<file path="src/rtl/rlt_pkg.sv">
// Purpose: constants of the read latency code table and its sequencer
// Assumes: 200 MHz mclk, SPI pins sampled by mclk
// Notes: table bytes and command decode share these constants
// Contract
// - top SDR row, code 10b: fast read has 0 mode, 8 dummy cycles
// - top SDR row: dual/quad out and dual/quad I/O entries read FFh
// - an FFh entry means the command is refused at that frequency
// - DDR parameter starts with id byte 9Ah then length byte 2Ah
// - header holds ASCII 46h and 43h at offsets four and five
// - DDR fast read opcodes 0Dh (3-byte) and 0Eh (4-byte) decoded
// - DDR dual I/O read opcodes BDh (3-byte) and BEh (4-byte)
// - DDR quad I/O read opcodes EDh (3-byte) and EEh (4-byte)
// - first DDR row limits SCK to 50 MHz with code 11b
// - code 11b: fast and dual 4 dummy cycles, quad 3
// - code 00b, 66 MHz: fast 5, dual and quad 6 dummy cycles
// - code 01b, 66 MHz: fast 6, dual and quad 7 dummy cycles
// - code 10b, 66 MHz: fast 7, dual and quad 8 dummy cycles
// - DDR quad I/O has one mode cycle, fast and dual none
// - latency code byte holds the two-bit code right-justified
// - frequency byte is the SCK limit in MHz, binary
// - top SDR row covers up to 133 MHz, encoded 85h
package rlt_pkg;
   // header of the DDR parameter
   localparam logic [7:0] PARAM_ID = 8'h9a;
   localparam logic [7:0] PARAM_LEN = 8'h2a;
   localparam logic [7:0] NUM_ROWS = 8'h05;
   localparam logic [7:0] ROW_LEN = 8'h08;
   localparam logic [7:0] HDR_FREQ = 8'h46;
   localparam logic [7:0] HDR_CODE = 8'h43;
   localparam logic [7:0] IDX_ID = 8'h00;
   localparam logic [7:0] IDX_LEN = 8'h01;
   localparam logic [7:0] IDX_NROWS = 8'h02;
   localparam logic [7:0] IDX_ROWLEN = 8'h03;
   localparam logic [7:0] IDX_HDR_F = 8'h04;
   localparam logic [7:0] IDX_HDR_C = 8'h05;
   localparam logic [7:0] IDX_OPS = 8'h06;
   localparam logic [7:0] IDX_ROWS = 8'h0c;
   localparam logic [7:0] IDX_LAST = 8'h2b;
   localparam logic [7:0] NOT_MAPPED = 8'hff;
   // DDR commands
   localparam logic [7:0] OP_DDR_FAST3 = 8'h0d;
   localparam logic [7:0] OP_DDR_FAST4 = 8'h0e;
   localparam logic [7:0] OP_DDR_DUAL3 = 8'hbd;
   localparam logic [7:0] OP_DDR_DUAL4 = 8'hbe;
   localparam logic [7:0] OP_DDR_QUAD3 = 8'hed;
   localparam logic [7:0] OP_DDR_QUAD4 = 8'hee;
   // SDR commands checked against the top row, then the query opcode
   localparam logic [7:0] OP_READ3 = 8'h03;
   localparam logic [7:0] OP_READ4 = 8'h13;
   localparam logic [7:0] OP_FAST3 = 8'h0b;
   localparam logic [7:0] OP_FAST4 = 8'h0c;
   localparam logic [7:0] OP_DOUT3 = 8'h3b;
   localparam logic [7:0] OP_DOUT4 = 8'h3c;
   localparam logic [7:0] OP_QOUT3 = 8'h6b;
   localparam logic [7:0] OP_QOUT4 = 8'h6c;
   localparam logic [7:0] OP_DIO3 = 8'hbb;
   localparam logic [7:0] OP_DIO4 = 8'hbc;
   localparam logic [7:0] OP_QIO3 = 8'heb;
   localparam logic [7:0] OP_QIO4 = 8'hec;
   localparam logic [7:0] OP_QUERY = 8'h5a;
   // DDR rows in table order, indexed by (code + 1) mod 4
   localparam logic [1:0] ROW_CODE [4] = '{2'b11, 2'b00, 2'b01, 2'b10};
   localparam logic [7:0] ROW_FREQ [4] = '{8'h32, 8'h42, 8'h42, 8'h42};
   localparam logic [7:0] DDR_FAST_LAT [4] = '{8'h04, 8'h05, 8'h06, 8'h07};
   localparam logic [7:0] DDR_DUAL_LAT [4] = '{8'h04, 8'h06, 8'h07, 8'h08};
   localparam logic [7:0] DDR_QUAD_LAT [4] = '{8'h03, 8'h06, 8'h07, 8'h08};
   localparam logic [7:0] DDR_FAST_MODE = 8'h00;
   localparam logic [7:0] DDR_DUAL_MODE = 8'h00;
   localparam logic [7:0] DDR_QUAD_MODE = 8'h01;
   // top SDR row
   localparam logic [7:0] SDR_TOP_FREQ = 8'h85;
   localparam logic [1:0] SDR_TOP_CODE = 2'b10;
   localparam logic [7:0] SDR_FAST_MODE = 8'h00;
   localparam logic [7:0] SDR_FAST_LAT = 8'h08;
   localparam logic [7:0] CYC_NOSUP = 8'hff;
   // address bits per width; cycles are bits shifted by lanes and DDR
   localparam logic [7:0] ADDR_BITS3 = 8'h18;
   localparam logic [7:0] ADDR_BITS4 = 8'h20;
   localparam logic [7:0] BITS_PER_BYTE = 8'h08;
endpackage : rlt_pkg

</file>
<file path="src/rtl/rlt_top.sv">
// Purpose: command latency sequencer and latency table query port
// Assumes: SPI mode 0, pins sampled by mclk_i, SCK well below mclk/4
// Notes: SDR commands are judged against the top (133 MHz) row only
`timescale 1ns/1ps
module rlt_top (
   input wire logic mclk_i,
   input wire logic rst_i,
   input wire logic ce_i,
   input wire logic sck_i,
   input wire logic cs_n_i,
   input wire logic si_i,
   input wire logic [1:0] lat_code_i,
   output logic so_o,
   output logic so_oe_o,
   output logic data_phase_o,
   output logic unsupported_o,
   output logic [7:0] mode_cycles_o,
   output logic [7:0] dummy_cycles_o,
   output logic [7:0] freq_limit_o
);
   typedef enum {
      ST_IDLE, ST_OPC, ST_ADDR, ST_MODE, ST_DUMMY, ST_DATA,
      ST_QOFF, ST_QOUT, ST_SKIP
   } rlt_state_type;

   logic [2:0] pins;
   logic sck;
   logic cs_n;
   logic si;
   logic sck_d;
   logic rise;
   logic fall;

   rlt_sync #(.W(3), .INIT(3'h2)) u_sync (
      .mclk_i(mclk_i),
      .rst_i(rst_i),
      .ce_i(ce_i),
      .d_i({sck_i, cs_n_i, si_i}),
      .q_o(pins)
   );
   assign sck = pins[2];
   assign cs_n = pins[1];
   assign si = pins[0];
   assign rise = sck & ~sck_d;
   assign fall = ~sck & sck_d;

   // command decode of the byte being completed
   logic [7:0] cmd;
   logic [1:0] row;
   logic dec_known;
   logic dec_ok;
   logic dec_query;
   logic [7:0] dec_mode;
   logic [7:0] dec_dummy;
   logic [7:0] dec_addr;
   logic [7:0] dec_freq;
   logic [7:0] op;

   assign cmd = {op[6:0], si};
   assign row = lat_code_i + 2'b01;

   always_comb begin
      dec_known = 1'b1;
      dec_ok = 1'b1;
      dec_query = 1'b0;
      dec_mode = rlt_pkg::CYC_NOSUP;
      dec_dummy = rlt_pkg::CYC_NOSUP;
      dec_addr = (cmd[0] == cmd[1]) ? rlt_pkg::ADDR_BITS4
                                    : rlt_pkg::ADDR_BITS3;
      dec_freq = rlt_pkg::ROW_FREQ[row];
      case (cmd)
         rlt_pkg::OP_DDR_FAST3, rlt_pkg::OP_DDR_FAST4: begin
            dec_mode = rlt_pkg::DDR_FAST_MODE;
            dec_dummy = rlt_pkg::DDR_FAST_LAT[row];
            dec_addr = (cmd == rlt_pkg::OP_DDR_FAST4) ? 8'h10 : 8'h0c;
         end
         rlt_pkg::OP_DDR_DUAL3, rlt_pkg::OP_DDR_DUAL4: begin
            dec_mode = rlt_pkg::DDR_DUAL_MODE;
            dec_dummy = rlt_pkg::DDR_DUAL_LAT[row];
            dec_addr = (cmd == rlt_pkg::OP_DDR_DUAL4) ? 8'h08 : 8'h06;
         end
         rlt_pkg::OP_DDR_QUAD3, rlt_pkg::OP_DDR_QUAD4: begin
            dec_mode = rlt_pkg::DDR_QUAD_MODE;
            dec_dummy = rlt_pkg::DDR_QUAD_LAT[row];
            dec_addr = (cmd == rlt_pkg::OP_DDR_QUAD4) ? 8'h04 : 8'h03;
         end
         rlt_pkg::OP_FAST3, rlt_pkg::OP_FAST4: begin
            dec_mode = rlt_pkg::SDR_FAST_MODE;
            dec_dummy = rlt_pkg::SDR_FAST_LAT;
            dec_addr = (cmd == rlt_pkg::OP_FAST4) ? rlt_pkg::ADDR_BITS4
                                                 : rlt_pkg::ADDR_BITS3;
            dec_freq = rlt_pkg::SDR_TOP_FREQ;
         end
         // every other SDR read is marked FFh in the top row
         rlt_pkg::OP_READ3, rlt_pkg::OP_READ4, rlt_pkg::OP_DOUT3,
         rlt_pkg::OP_DOUT4, rlt_pkg::OP_QOUT3, rlt_pkg::OP_QOUT4,
         rlt_pkg::OP_DIO3, rlt_pkg::OP_DIO4, rlt_pkg::OP_QIO3,
         rlt_pkg::OP_QIO4: begin
            dec_ok = 1'b0;
            dec_freq = rlt_pkg::SDR_TOP_FREQ;
         end
         rlt_pkg::OP_QUERY: begin
            dec_query = 1'b1;
            dec_mode = 8'h00;
            dec_dummy = 8'h00;
         end
         default: begin
            dec_known = 1'b0;
            dec_ok = 1'b0;
         end
      endcase
   end

   // main sequence
   rlt_state_type state;
   rlt_state_type next_state;
   logic [7:0] cnt;
   logic [7:0] next_cnt;
   logic [7:0] next_op;
   logic [7:0] addr_len;
   logic [7:0] next_addr_len;
   logic [7:0] qaddr;
   logic [7:0] next_qaddr;
   logic [2:0] bitn;
   logic [2:0] next_bitn;
   logic so;
   logic next_so;
   logic so_oe;
   logic next_so_oe;
   logic data_phase;
   logic next_data_phase;
   logic unsup;
   logic next_unsup;
   logic [7:0] mode_r;
   logic [7:0] next_mode_r;
   logic [7:0] dummy_r;
   logic [7:0] next_dummy_r;
   logic [7:0] freq_r;
   logic [7:0] next_freq_r;
   logic [7:0] rom_q;

   rlt_rom u_rom (
      .mclk_i(mclk_i),
      .rst_i(rst_i),
      .ce_i(ce_i),
      .idx_i(qaddr),
      .data_o(rom_q)
   );

   always_comb begin
      next_state = state;
      next_cnt = cnt;
      next_op = op;
      next_addr_len = addr_len;
      next_qaddr = qaddr;
      next_bitn = bitn;
      next_so = so;
      next_so_oe = so_oe;
      next_data_phase = data_phase;
      next_unsup = unsup;
      next_mode_r = mode_r;
      next_dummy_r = dummy_r;
      next_freq_r = freq_r;
      if (cs_n) begin
         // deselect ends any transfer, whatever its phase
         next_state = ST_IDLE;
         next_so_oe = 1'b0;
         next_data_phase = 1'b0;
      end else begin
         case (state)
            ST_IDLE: begin
               next_state = ST_OPC;
               next_cnt = 8'h00;
               next_unsup = 1'b0;
            end
            ST_OPC: begin
               if (rise) begin
                  next_op = cmd;
                  next_cnt = cnt + 8'h01;
                  if (cnt == rlt_pkg::BITS_PER_BYTE - 8'h01) begin
                     next_cnt = 8'h00;
                     next_mode_r = dec_mode;
                     next_dummy_r = dec_dummy;
                     next_freq_r = dec_freq;
                     next_addr_len = dec_addr;
                     next_unsup = dec_known & ~dec_ok;
                     if (dec_query) begin
                        next_state = ST_QOFF;
                     end else if (dec_ok) begin
                        next_state = ST_ADDR;
                     end else begin
                        next_state = ST_SKIP;
                     end
                  end
               end
            end
            ST_ADDR: begin
               if (rise) begin
                  next_cnt = cnt + 8'h01;
                  if (cnt == addr_len - 8'h01) begin
                     next_cnt = 8'h00;
                     if (mode_r != 8'h00) begin
                        next_state = ST_MODE;
                     end else if (dummy_r != 8'h00) begin
                        next_state = ST_DUMMY;
                     end else begin
                        next_state = ST_DATA;
                        next_data_phase = 1'b1;
                     end
                  end
               end
            end
            ST_MODE: begin
               if (rise) begin
                  next_cnt = cnt + 8'h01;
                  if (cnt == mode_r - 8'h01) begin
                     next_cnt = 8'h00;
                     if (dummy_r != 8'h00) begin
                        next_state = ST_DUMMY;
                     end else begin
                        next_state = ST_DATA;
                        next_data_phase = 1'b1;
                     end
                  end
               end
            end
            ST_DUMMY: begin
               if (rise) begin
                  next_cnt = cnt + 8'h01;
                  if (cnt == dummy_r - 8'h01) begin
                     next_state = ST_DATA;
                     next_data_phase = 1'b1;
                  end
               end
            end
            ST_QOFF: begin
               if (rise) begin
                  next_qaddr = {qaddr[6:0], si};
                  next_cnt = cnt + 8'h01;
                  if (cnt == rlt_pkg::BITS_PER_BYTE - 8'h01) begin
                     next_state = ST_QOUT;
                     next_bitn = 3'h0;
                  end
               end
            end
            ST_QOUT: begin
               // rom_q settles one mclk after qaddr moves, long before
               // the next falling SCK edge
               if (fall) begin
                  next_so = rom_q[3'h7 - bitn];
                  next_so_oe = 1'b1;
                  next_bitn = bitn + 3'h1;
                  if (bitn == 3'h7) begin
                     next_qaddr = qaddr + 8'h01;
                  end
               end
            end
            ST_DATA, ST_SKIP: begin
               next_state = state;
            end
            default: begin
               next_state = ST_IDLE;
            end
         endcase
      end
   end

   always_ff @(posedge mclk_i) begin
      if (rst_i) begin
         sck_d <= 1'b0;
         state <= ST_IDLE;
         cnt <= 8'h00;
         op <= 8'h00;
         addr_len <= 8'h00;
         qaddr <= 8'h00;
         bitn <= 3'h0;
         so <= 1'b0;
         so_oe <= 1'b0;
         data_phase <= 1'b0;
         unsup <= 1'b0;
         mode_r <= 8'h00;
         dummy_r <= 8'h00;
         freq_r <= 8'h00;
      end else if (ce_i) begin
         sck_d <= sck;
         state <= next_state;
         cnt <= next_cnt;
         op <= next_op;
         addr_len <= next_addr_len;
         qaddr <= next_qaddr;
         bitn <= next_bitn;
         so <= next_so;
         so_oe <= next_so_oe;
         data_phase <= next_data_phase;
         unsup <= next_unsup;
         mode_r <= next_mode_r;
         dummy_r <= next_dummy_r;
         freq_r <= next_freq_r;
      end
   end

   assign so_o = so;
   assign so_oe_o = so_oe;
   assign data_phase_o = data_phase;
   assign unsupported_o = unsup;
   assign mode_cycles_o = mode_r;
   assign dummy_cycles_o = dummy_r;
   assign freq_limit_o = freq_r;

   logic opc_done;
   assign opc_done = ce_i && !cs_n && state == ST_OPC && rise && cnt == 8'h07;

   a_top_fast: assert property (@(posedge mclk_i) disable iff (rst_i)
      opc_done && cmd inside {8'h0b, 8'h0c}
      |=> mode_cycles_o == 8'h00 && dummy_cycles_o == 8'h08
          && freq_limit_o == 8'h85)
      else $error("top row fast read cycles wrong");
   a_top_nosup: assert property (@(posedge mclk_i) disable iff (rst_i)
      opc_done && cmd inside {8'h3b, 8'h6b, 8'hbb, 8'hec, 8'h03}
      |=> dummy_cycles_o == 8'hff && unsupported_o)
      else $error("unsupported top row entry not FFh");
   a_nosup_quiet: assert property (@(posedge mclk_i) disable iff (rst_i)
      unsupported_o && !cs_n |-> !data_phase_o && !so_oe_o)
      else $error("refused command reached data phase");
   a_code11: assert property (@(posedge mclk_i) disable iff (rst_i)
      opc_done && lat_code_i == 2'b11 && cmd inside {8'h0d, 8'hbe, 8'hed}
      |=> dummy_cycles_o == ((op == 8'hed) ? 8'h03 : 8'h04)
          && freq_limit_o == 8'h32)
      else $error("code 11b dummy count wrong");
   a_code00: assert property (@(posedge mclk_i) disable iff (rst_i)
      opc_done && lat_code_i == 2'b00 && cmd inside {8'h0e, 8'hbd, 8'hee}
      |=> dummy_cycles_o == ((op == 8'h0e) ? 8'h05 : 8'h06))
      else $error("code 00b dummy count wrong");
   a_code01: assert property (@(posedge mclk_i) disable iff (rst_i)
      opc_done && lat_code_i == 2'b01 && cmd inside {8'h0d, 8'hbd, 8'hed}
      |=> dummy_cycles_o == ((op == 8'h0d) ? 8'h06 : 8'h07))
      else $error("code 01b dummy count wrong");
   a_code10: assert property (@(posedge mclk_i) disable iff (rst_i)
      opc_done && lat_code_i == 2'b10 && cmd inside {8'h0e, 8'hbe, 8'hee}
      |=> dummy_cycles_o == ((op == 8'h0e) ? 8'h07 : 8'h08)
          && freq_limit_o == 8'h42)
      else $error("code 10b dummy count wrong");
   a_quad_mode: assert property (@(posedge mclk_i) disable iff (rst_i)
      opc_done && cmd inside {8'h0d, 8'h0e, 8'hbd, 8'hbe, 8'hed, 8'hee}
      |=> mode_cycles_o == ((op[7:4] == 4'he) ? 8'h01 : 8'h00))
      else $error("DDR mode cycle count wrong");
   a_dummy_end: assert property (@(posedge mclk_i) disable iff (rst_i)
      ce_i && !cs_n && state == ST_DUMMY && rise && cnt == dummy_r - 8'h01
      |=> data_phase_o)
      else $error("data phase not started after dummy cycles");
endmodule : rlt_top

</file>
<file path="src/rtl/rlt_sync.sv">
// Purpose: two-flop synchroniser for pins, one chain per bit
// Assumes: inputs are asynchronous to mclk_i
// Notes: only the second stage is visible outside
`timescale 1ns/1ps
module rlt_sync #(
   parameter int W = 3,
   parameter logic [W-1:0] INIT = '0
) (
   input wire logic mclk_i,
   input wire logic rst_i,
   input wire logic ce_i,
   input wire logic [W-1:0] d_i,
   output logic [W-1:0] q_o
);
   genvar g;
   generate
      for (g = 0; g < W; g++) begin : g_bit
         logic meta;
         logic stab;
         always_ff @(posedge mclk_i) begin
            if (rst_i) begin
               meta <= INIT[g];
               stab <= INIT[g];
            end else if (ce_i) begin
               meta <= d_i[g];
               stab <= meta;
            end
         end
         assign q_o[g] = stab;
      end
   endgenerate
endmodule : rlt_sync

</file>
<file path="src/rtl/rlt_rom.sv">
// Purpose: DDR latency parameter bytes, registered lookup by offset
// Assumes: offset relative to the parameter id byte
// Notes: offsets past the parameter read FFh
`timescale 1ns/1ps
module rlt_rom (
   input wire logic mclk_i,
   input wire logic rst_i,
   input wire logic ce_i,
   input wire logic [7:0] idx_i,
   output logic [7:0] data_o
);
   logic [7:0] data;
   logic [7:0] next_data;
   logic [7:0] rel;
   logic [1:0] row;

   always_comb begin
      rel = idx_i - rlt_pkg::IDX_ROWS;
      row = rel[4:3];
      next_data = rlt_pkg::NOT_MAPPED;
      case (idx_i)
         rlt_pkg::IDX_ID: next_data = rlt_pkg::PARAM_ID;
         rlt_pkg::IDX_LEN: next_data = rlt_pkg::PARAM_LEN;
         rlt_pkg::IDX_NROWS: next_data = rlt_pkg::NUM_ROWS;
         rlt_pkg::IDX_ROWLEN: next_data = rlt_pkg::ROW_LEN;
         rlt_pkg::IDX_HDR_F: next_data = rlt_pkg::HDR_FREQ;
         rlt_pkg::IDX_HDR_C: next_data = rlt_pkg::HDR_CODE;
         8'h06: next_data = rlt_pkg::OP_DDR_FAST3;
         8'h07: next_data = rlt_pkg::OP_DDR_FAST4;
         8'h08: next_data = rlt_pkg::OP_DDR_DUAL3;
         8'h09: next_data = rlt_pkg::OP_DDR_DUAL4;
         8'h0a: next_data = rlt_pkg::OP_DDR_QUAD3;
         8'h0b: next_data = rlt_pkg::OP_DDR_QUAD4;
         default: begin
            if (idx_i >= rlt_pkg::IDX_ROWS && idx_i <= rlt_pkg::IDX_LAST) begin
               case (rel[2:0])
                  3'h0: next_data = rlt_pkg::ROW_FREQ[row];
                  3'h1: next_data = {6'h00, rlt_pkg::ROW_CODE[row]};
                  3'h2: next_data = rlt_pkg::DDR_FAST_MODE;
                  3'h3: next_data = rlt_pkg::DDR_FAST_LAT[row];
                  3'h4: next_data = rlt_pkg::DDR_DUAL_MODE;
                  3'h5: next_data = rlt_pkg::DDR_DUAL_LAT[row];
                  3'h6: next_data = rlt_pkg::DDR_QUAD_MODE;
                  default: next_data = rlt_pkg::DDR_QUAD_LAT[row];
               endcase
            end
         end
      endcase
   end

   always_ff @(posedge mclk_i) begin
      if (rst_i) begin
         data <= 8'h00;
      end else if (ce_i) begin
         data <= next_data;
      end
   end
   assign data_o = data;

   a_id_len: assert property (@(posedge mclk_i) disable iff (rst_i)
      ce_i && idx_i == 8'h00 ##1 ce_i && idx_i == 8'h01
      |-> data_o == 8'h9a ##1 data_o == 8'h2a)
      else $error("parameter id or length byte wrong");
   a_hdr_ascii: assert property (@(posedge mclk_i) disable iff (rst_i)
      ce_i && idx_i inside {8'h04, 8'h05}
      |=> data_o == (($past(idx_i) == 8'h04) ? 8'h46 : 8'h43))
      else $error("header column label wrong");
   a_first_row: assert property (@(posedge mclk_i) disable iff (rst_i)
      ce_i && idx_i == 8'h0c ##1 ce_i && idx_i == 8'h0d
      |-> data_o == 8'h32 ##1 data_o == 8'h03)
      else $error("first DDR row not 50 MHz code 11b");
   a_code_just: assert property (@(posedge mclk_i) disable iff (rst_i)
      ce_i && idx_i inside {8'h15, 8'h1d, 8'h25}
      |=> data_o == {6'h00, $past(idx_i[4:3]) - 2'b10})
      else $error("latency code byte not right-justified");
   a_freq_byte: assert property (@(posedge mclk_i) disable iff (rst_i)
      ce_i && idx_i inside {8'h14, 8'h1c, 8'h24} |=> data_o == 8'h42)
      else $error("66 MHz row limit byte wrong");
   a_ddr_ops: assert property (@(posedge mclk_i) disable iff (rst_i)
      ce_i && idx_i == 8'h06 ##1 ce_i && idx_i == 8'h07
      |-> data_o == 8'h0d ##1 data_o == 8'h0e)
      else $error("DDR fast read opcode bytes wrong");
endmodule : rlt_rom

</file>
<file path="config.mk">
export PLATFORM = sky130hd
export DESIGN_NAME = rlt_top
export DESIGN_NICKNAME = d
export VERILOG_FILES = /design/src/rtl/rlt_pkg.sv /design/src/rtl/rlt_top.sv /design/src/rtl/rlt_sync.sv /design/src/rtl/rlt_rom.sv
export SDC_FILE = /design/constraint.sdc
export NUM_CORES = 1
export LEC_CHECK = 0
export ABC_AREA = 1
export BUFFER_PORTS_ARGS = -buffer_cell sky130_fd_sc_hd__buf_2
export CORE_AREA = 8 8 153 155
export DETAILED_ROUTE_END_ITERATION = 10
export DIE_AREA = 0 0 161 163
export PLACE_DENSITY = 0.4
export REMOVE_ABC_BUFFERS = 1
export SETUP_SLACK_MARGIN = 0.2
export SLEW_MARGIN = 15
export SYNTH_ARGS = -nofsm -noshare
export SYNTH_HDL_FRONTEND = slang
export SYNTH_SLANG_ARGS = --single-unit
</file>
<file path="constraint.sdc">
create_clock -name mclk_i -period 6.5 [get_ports mclk_i]
set_input_delay 0.975 -clock mclk_i [delete_from_list [all_inputs] [get_ports mclk_i]]
set_output_delay 0.975 -clock mclk_i [all_outputs]
set_load 0.005 [all_outputs]
</file>
==> key figures, run 1 <==
Setup path
  – Worst EP required: 6.77 ns
  – Crit path DAT: around 3.4 ns
  – Worst Setup End Kind: register
  – Worst-path fanout max: 20
  – CP startpoint kind: input pin
  – Setup CP Type: input pin to register

Route
  – Via count: 4782
  – Residual DRC count: 0
  – WL/cell: around 13 um
  – Post-DR vias/cell: 4.49
  – Routed wire length: 14000 um
  – Initial drt markers: 228
  – ANT nets after route: 0
  – Router iterations before antenna repair: 5

Timing
  – Unrepaired setup endpoints after global routing: no
  – Slew Limit Fails: 0
  – Post-route clock period utilization: 47.5%
  – Final Hold Fails: 0
  – Highest Clock Rate: 0.324 GHz
  – Tmin final: 3.09 ns
  – Worst slew pin tran: 0.962 ns
  – Final Setup Violations: 0
  – Setup TNS: 0 ns
  – Final WS setup: 3.41 ns
  – Worst rel slew slack: between 30% and 40%
  – Clock skew: roughly 0.0068 ns

Synthesis
  – FF+latch count, synth: 66
  – Main combinational cell family by area after synthesis: simple AND/OR/NAND/NOR gates
  – Syn Area/Cell: 6.36 um2
  – Cells after synthesis: 778
  – Sequential fraction of the synthesis area: 26.7%
  – Most area-consuming cells after synthesis: dfxtp_1 (27%), nand2_1 (14%), nor2_1 (7.4%), ha_1 (7.3%), inv_1 (7.1%)
  – Compound-Gate Fraction of Synth Area: ~18%
  – Post-Synth Adder-Cell Area: 7.33%
  – Area leader, netlist: dfxtp_1
  – Xor and xnor area share after synthesis: 2.65%
  – Post-synth top flop: dfxtp_1
  – Simple-gate share of the synthesized area: 33.3%
  – Mux share of post-synthesis cell area: 0%
  – EDFF count, synth: 0
  – Unique masters post-synth: 49
  – Async SR Flop Fraction: 0%
  – Post-Syn Area: 4950 um2
  – Synth top area share: about a quarter
  – Synthesis Warnings: 0

Clock network
  – Setup Buffers After CTS: 0
  – Post-CTS resize count: 0
  – Clock Latency Late Sink: 0.34 ns
  – Clk sinks: 66
  – CTS Buf Count: 9
  – # hold bufs at CTS: 0
  – CTS tree: built
  – Clk slew on worst S/H paths: 0.06 ns
  – CTS Root Cell: clkbuf_16
  – H-tree depth: 3
  – CTS max path bufs: 2

Pwr
  – Peak VDD IR: 114 uV
  – Pwr dens: roughly 190 nW/um2
  – Static leakage: 2.46 nW

Place
  – Port-buffer cells: 34
  – DP Cell Count: ~1100
  – Post-Place Cell Area: 5250 um2
  – HPWL Detailed: 10600 um
  – Post-placement worst setup slack: 2.99 ns
  – Gp weighted congestion: between 0.8 and 0.9

Floorplanning
  – Width of the die: 161 um
  – Core ar.: 20800 um2
  – Die area: 26200 um2
  – Chip height: ~160 um
  – Row count: 53
  – # IOs: 36
  – Starting Density: 23.8%

Global route
  – Gr usage total: 11.0%
  – Vias in the first global route: 4683
  – Grt ovf: 0
  – First-pass GRT wire length: 23600 um
  – Largest net degree at the start of global routing: 36
  – Initial antenna violation count: 0

Layout
  – Final Non-Filler Cells: 1066
  – Diodes inserted: 0
  – Filler Cells Inserted: 2404
  – Fin area: 5570 um2
  – Layout cells sized above 1: 11.4%
  – Area Overhead vs Synth: 12.4%
  – Reg area: 1320 um2
  – Multi-input logic area: approximately 3000 um2
  – Nets: 823

Job
  – Max Cap Violations: 0

Run status
  – Outcome: complete, no violations

Worst hold path
  – Worst Hold Class: register to register
==> final cells by class <==
type,count,share of cell area (%)
multi-input cells,571,54.4
clock buffers,11,4.18
clock inverters,5,1.42
well taps,275,6.18
repair buffers,34,3.06
flip-flops and latches,66,23.7
inverters,104,7.04
==> report_power, final <==
part	internal [mW]	leakage (nW)	switching [mW]
sequential	0.413	0.535	0.00867
combinational	0.0247	1.77	0.0593
clock	0.335	0.153	0.192
==> synthesized netlist by cell type, drive strengths merged (2+ instances only) <==
cell and n:
nand2 189, nor2 107, inv 102, dfxtp 66, a21oi 65, o21ai 56
nand3 52, ha 29, buf 23, clkbuf 14, a31oi 11, nand4 11
xor2 8, xnor2 7, nor3 6, a211oi 5, o211ai 5, o221ai 4
nand3b 3, o22ai 3, clkinv 2, or2 2
==> cell usage in the layout, fill, tap and decap left out, drive strengths merged, types with 4 or more instances in the layout <==
cell type / netlist / final
a31oi: 11 / 11
o221ai: 4 / 4
clkbuf: 14 / 11
xnor2: 7 / 7
inv: 102 / 102
ha: 29 / 29
o211ai: 5 / 5
nor2: 107 / 107
buf: 23 / 34
nor3: 6 / 6
a211oi: 5 / 5
nand3: 52 / 52
nand2: 189 / 189
nand4: 11 / 11
clkinv: 2 / 5
a21oi: 65 / 65
xor2: 8 / 8
dfxtp: 66 / 66
o21ai: 56 / 56
==> sequential cells by signal, summed over array words and instances, names as in the netlist, 3 cells and up <==
signal,count
addr_len,6
bitn,3
cnt,8
dummy_cycles_o,5
freq_limit_o,4
op,7
qaddr,8
state,4
u_rom.data_o,8
u_sync.g_bit.meta,3
u_sync.g_bit.stab,3
==> worst max-delay path, cell delays in order <==
cell and delay, ns:
buf_2 0.31, inv_1 0.33, nor3_2 0.30, nand2_2 0.20
nor2_2 0.45, inv_2 0.23, nor2_1 0.13, nand2_1 0.10
or2_0 0.21, a21oi_1 0.12
==> stage by stage <==
| step | total power, mW | util, % | hold slack, ns |
|---|---|---|---|
| final | 1.03 | 26.7 | 0.446 |
| after global routing | 1.08 | 26.7 | 0.478 |
| after CTS | 1.05 | 26.7 | 0.451 |
| after detailed placement | 0.516 | 25.2 | 0.442 |
| after global placement | 0.517 | 25.2 | 0.443 |
| after floorplan | 0.487 | - | 0.429 |
==> cell families after synthesis <==
logic type,count (synthesis)
other cells,1
fa+ha+maj,29
simple gates,371
xor+xnor,15
flops,66
buf+inv,141
compound gates,155
==> metal layers <==
metal	track usage, %	vias up	share of wire (%)
met5	0	-	0
met4	2.95	0	1.3
met3	3.06	14	3.5
met2	18.6	66	46
met1	13.4	2168	49
li1	-	2534	-
==> worst paths after layout <==
check / from / endpoint / slack [ns] / depth (start not counted)
max: ce_i / freq_limit_o[6] / 3.41 / 10
min: data_phase_o / data_phase_o / 0.45 / 2
max reg2reg: cnt[1] / freq_limit_o[6] / 3.96 / 10
min reg2reg: data_phase_o / data_phase_o / 0.45 / 2
No activity file was read; power rests on OpenSTA's default activity.
==> inputs of run 2 (changes only) <==
PLACE_DENSITY = 0.42   (was 0.4)
clock period = 2.7 ns   (was 6.5 ns; I/O delays follow)
==> key figures, run 2 (same netlist as run 1, synthesis figures left out) <==
Layout
  – Most common cell after layout, fill and taps aside: nand2_1
  – Nets: 832
  – Layout cells sized above 1: 12.6%
  – Final core utilization: a little over a quarter
  – Filler Cells Inserted: 2399
  – Diodes inserted: 0
  – Most frequent cells in the layout: nand2_1 (180), nor2_1 (97), inv_1 (93)
  – Area Overhead vs Synth: 13.6%

Route
  – WL/cell: 13.1 um
  – Residual DRC count: 0
  – Router iterations before antenna repair: 4
  – ANT nets after route: 0
  – Post-DR vias/cell: 4.49
  – Via count: 4828
  – Routed wire length: approximately 14000 um
  – Initial drt markers: 251

Floorplanning
  – Chip height: roughly 160 um
  – Starting Density: 23.8%
  – Width of the die: 161 um
  – # IOs: 36
  – Row count: 53
  – Die area: 26200 um2
  – Core ar.: 20800 um2

Pwr
  – Pwr dens: roughly 430 nW/um2
  – Peak VDD IR: 307 uV
  – Static leakage: 2.50 nW
  – Power Total: 2.45 mW

Timing
  – Worst slew pin tran: 0.681 ns
  – Highest Clock Rate: 0.458 GHz
  – WHS: between 0.2 and 0.3 ns
  – Clock skew: 0.00986 ns
  – Final WS setup: 0.519 ns
  – Tmin final: 2.18 ns
  – Worst rel slew slack: 54.6%
  – Final Hold Fails: 0
  – Slew Limit Fails: 0
  – Unrepaired setup endpoints after global routing: no
  – Post-route clock period utilization: 80.8%
  – Setup TNS: 0 ns
  – Final Setup Violations: 0

Place
  – Port-buffer cells: 34
  – HPWL Detailed: around 11000 um
  – Post-placement worst setup slack: 0.498 ns
  – Gp weighted congestion: between 0.8 and 0.9

Setup path
  – Setup CP Type: register to register
  – Crit path DAT: 2.40 ns
  – Worst-path fanout max: 8
  – CP startpoint kind: register
  – Worst EP required: 2.92 ns
  – Worst Setup End Kind: register

Clock network
  – Clock Latency Late Sink: 0.35 ns
  – Clk sinks: 66
  – CTS tree: built
  – H-tree depth: 3
  – Post-CTS resize count: 0
  – Setup Buffers After CTS: 0
  – CTS max path bufs: 2
  – Clk slew on worst S/H paths: about 0.070 ns
  – CTS Buf Count: 9
  – # hold bufs at CTS: 0
  – CTS Root Cell: clkbuf_16

Job
  – Max Cap Violations: 0

Run status
  – Outcome: complete, no violations

Global route
  – First-pass GRT wire length: 23600 um
  – Initial antenna violation count: 0
  – Vias in the first global route: about 4600
  – Largest net degree at the start of global routing: 35
  – Gr usage total: 11.0%
  – Grt ovf: 0

Worst hold path
  – Worst Hold Class: input pin to register
-- run 2: changes by cell type in the layout (fill, tap and decap cells not counted) --
cell | before | now
clkbuf_1 | 2 | 0
inv_6 | 0 | 2
bufinv_16 | 2 | 1
clkinv_2 | 3 | 2
clkinvlp_4 | 0 | 2
buf_4 | 0 | 9
-- run 2: worst max-delay path, cell delays in order (launching register included) --
cell	delay (ns)
dfxtp_1	0.48
inv_1	0.17
ha_1	0.31
xnor2_1	0.12
a21oi_1	0.12
nand2_1	0.09
a21oi_1	0.18
nand3_1	0.31
nand3b_1	0.20
a21oi_1	0.07
-- run 2: routing by layer --
metal  vias to the layer above  part of all wire (%)  GRT usage, %  routed length (um)
li1                       2549                     -             -                   -
met1                      2195                    49          13.9                6940
met2                        70                    46          18.2                6410
met3                        14                   3.8          2.73                 533
met4                         0                   1.3          3.03                 178
met5                         -                     0             0                   0
-- run 2: where the power goes --
| part | switching (mW) | internal, mW |
|---|---|---|
| clock network | 0.499 | 0.721 |
| logic | 0.147 | 0.0643 |
| registers | 0.0199 | 0.993 |
| total | 0.666 | 1.78 |
-- run 2: cell type report --
type                       instances  area [um2]  area share (%)
tap                              275         344            6.12
clock buffer                       9         225            4.01
inverter                         104         392            6.96
sequential                        66        1320            23.5
timing repair buffer              43         238            4.23
clock inverter                     7        76.3            1.36
multi-input combinational        571        3030            53.8
-- run 2: worst paths after layout --
path                         start                    to  slack, ns  depth (start not counted)
setup reg to reg  mode_cycles_o[6]                cnt[7]       0.52                          9
setup / recovery  mode_cycles_o[6]                cnt[7]       0.52                          9
hold reg to reg       data_phase_o          data_phase_o       0.45                          2
hold / removal               sck_i  u_sync.g_bit[2].meta       0.29                          3
-- run 2: metrics by stage --
stage | instances | instance area, um2
floorplan | 741 | 4740
global placement | 1059 | 5320
detailed placement | 1059 | 5320
CTS | 1075 | 5620
global route | 1075 | 5620
finish | 1075 | 5620
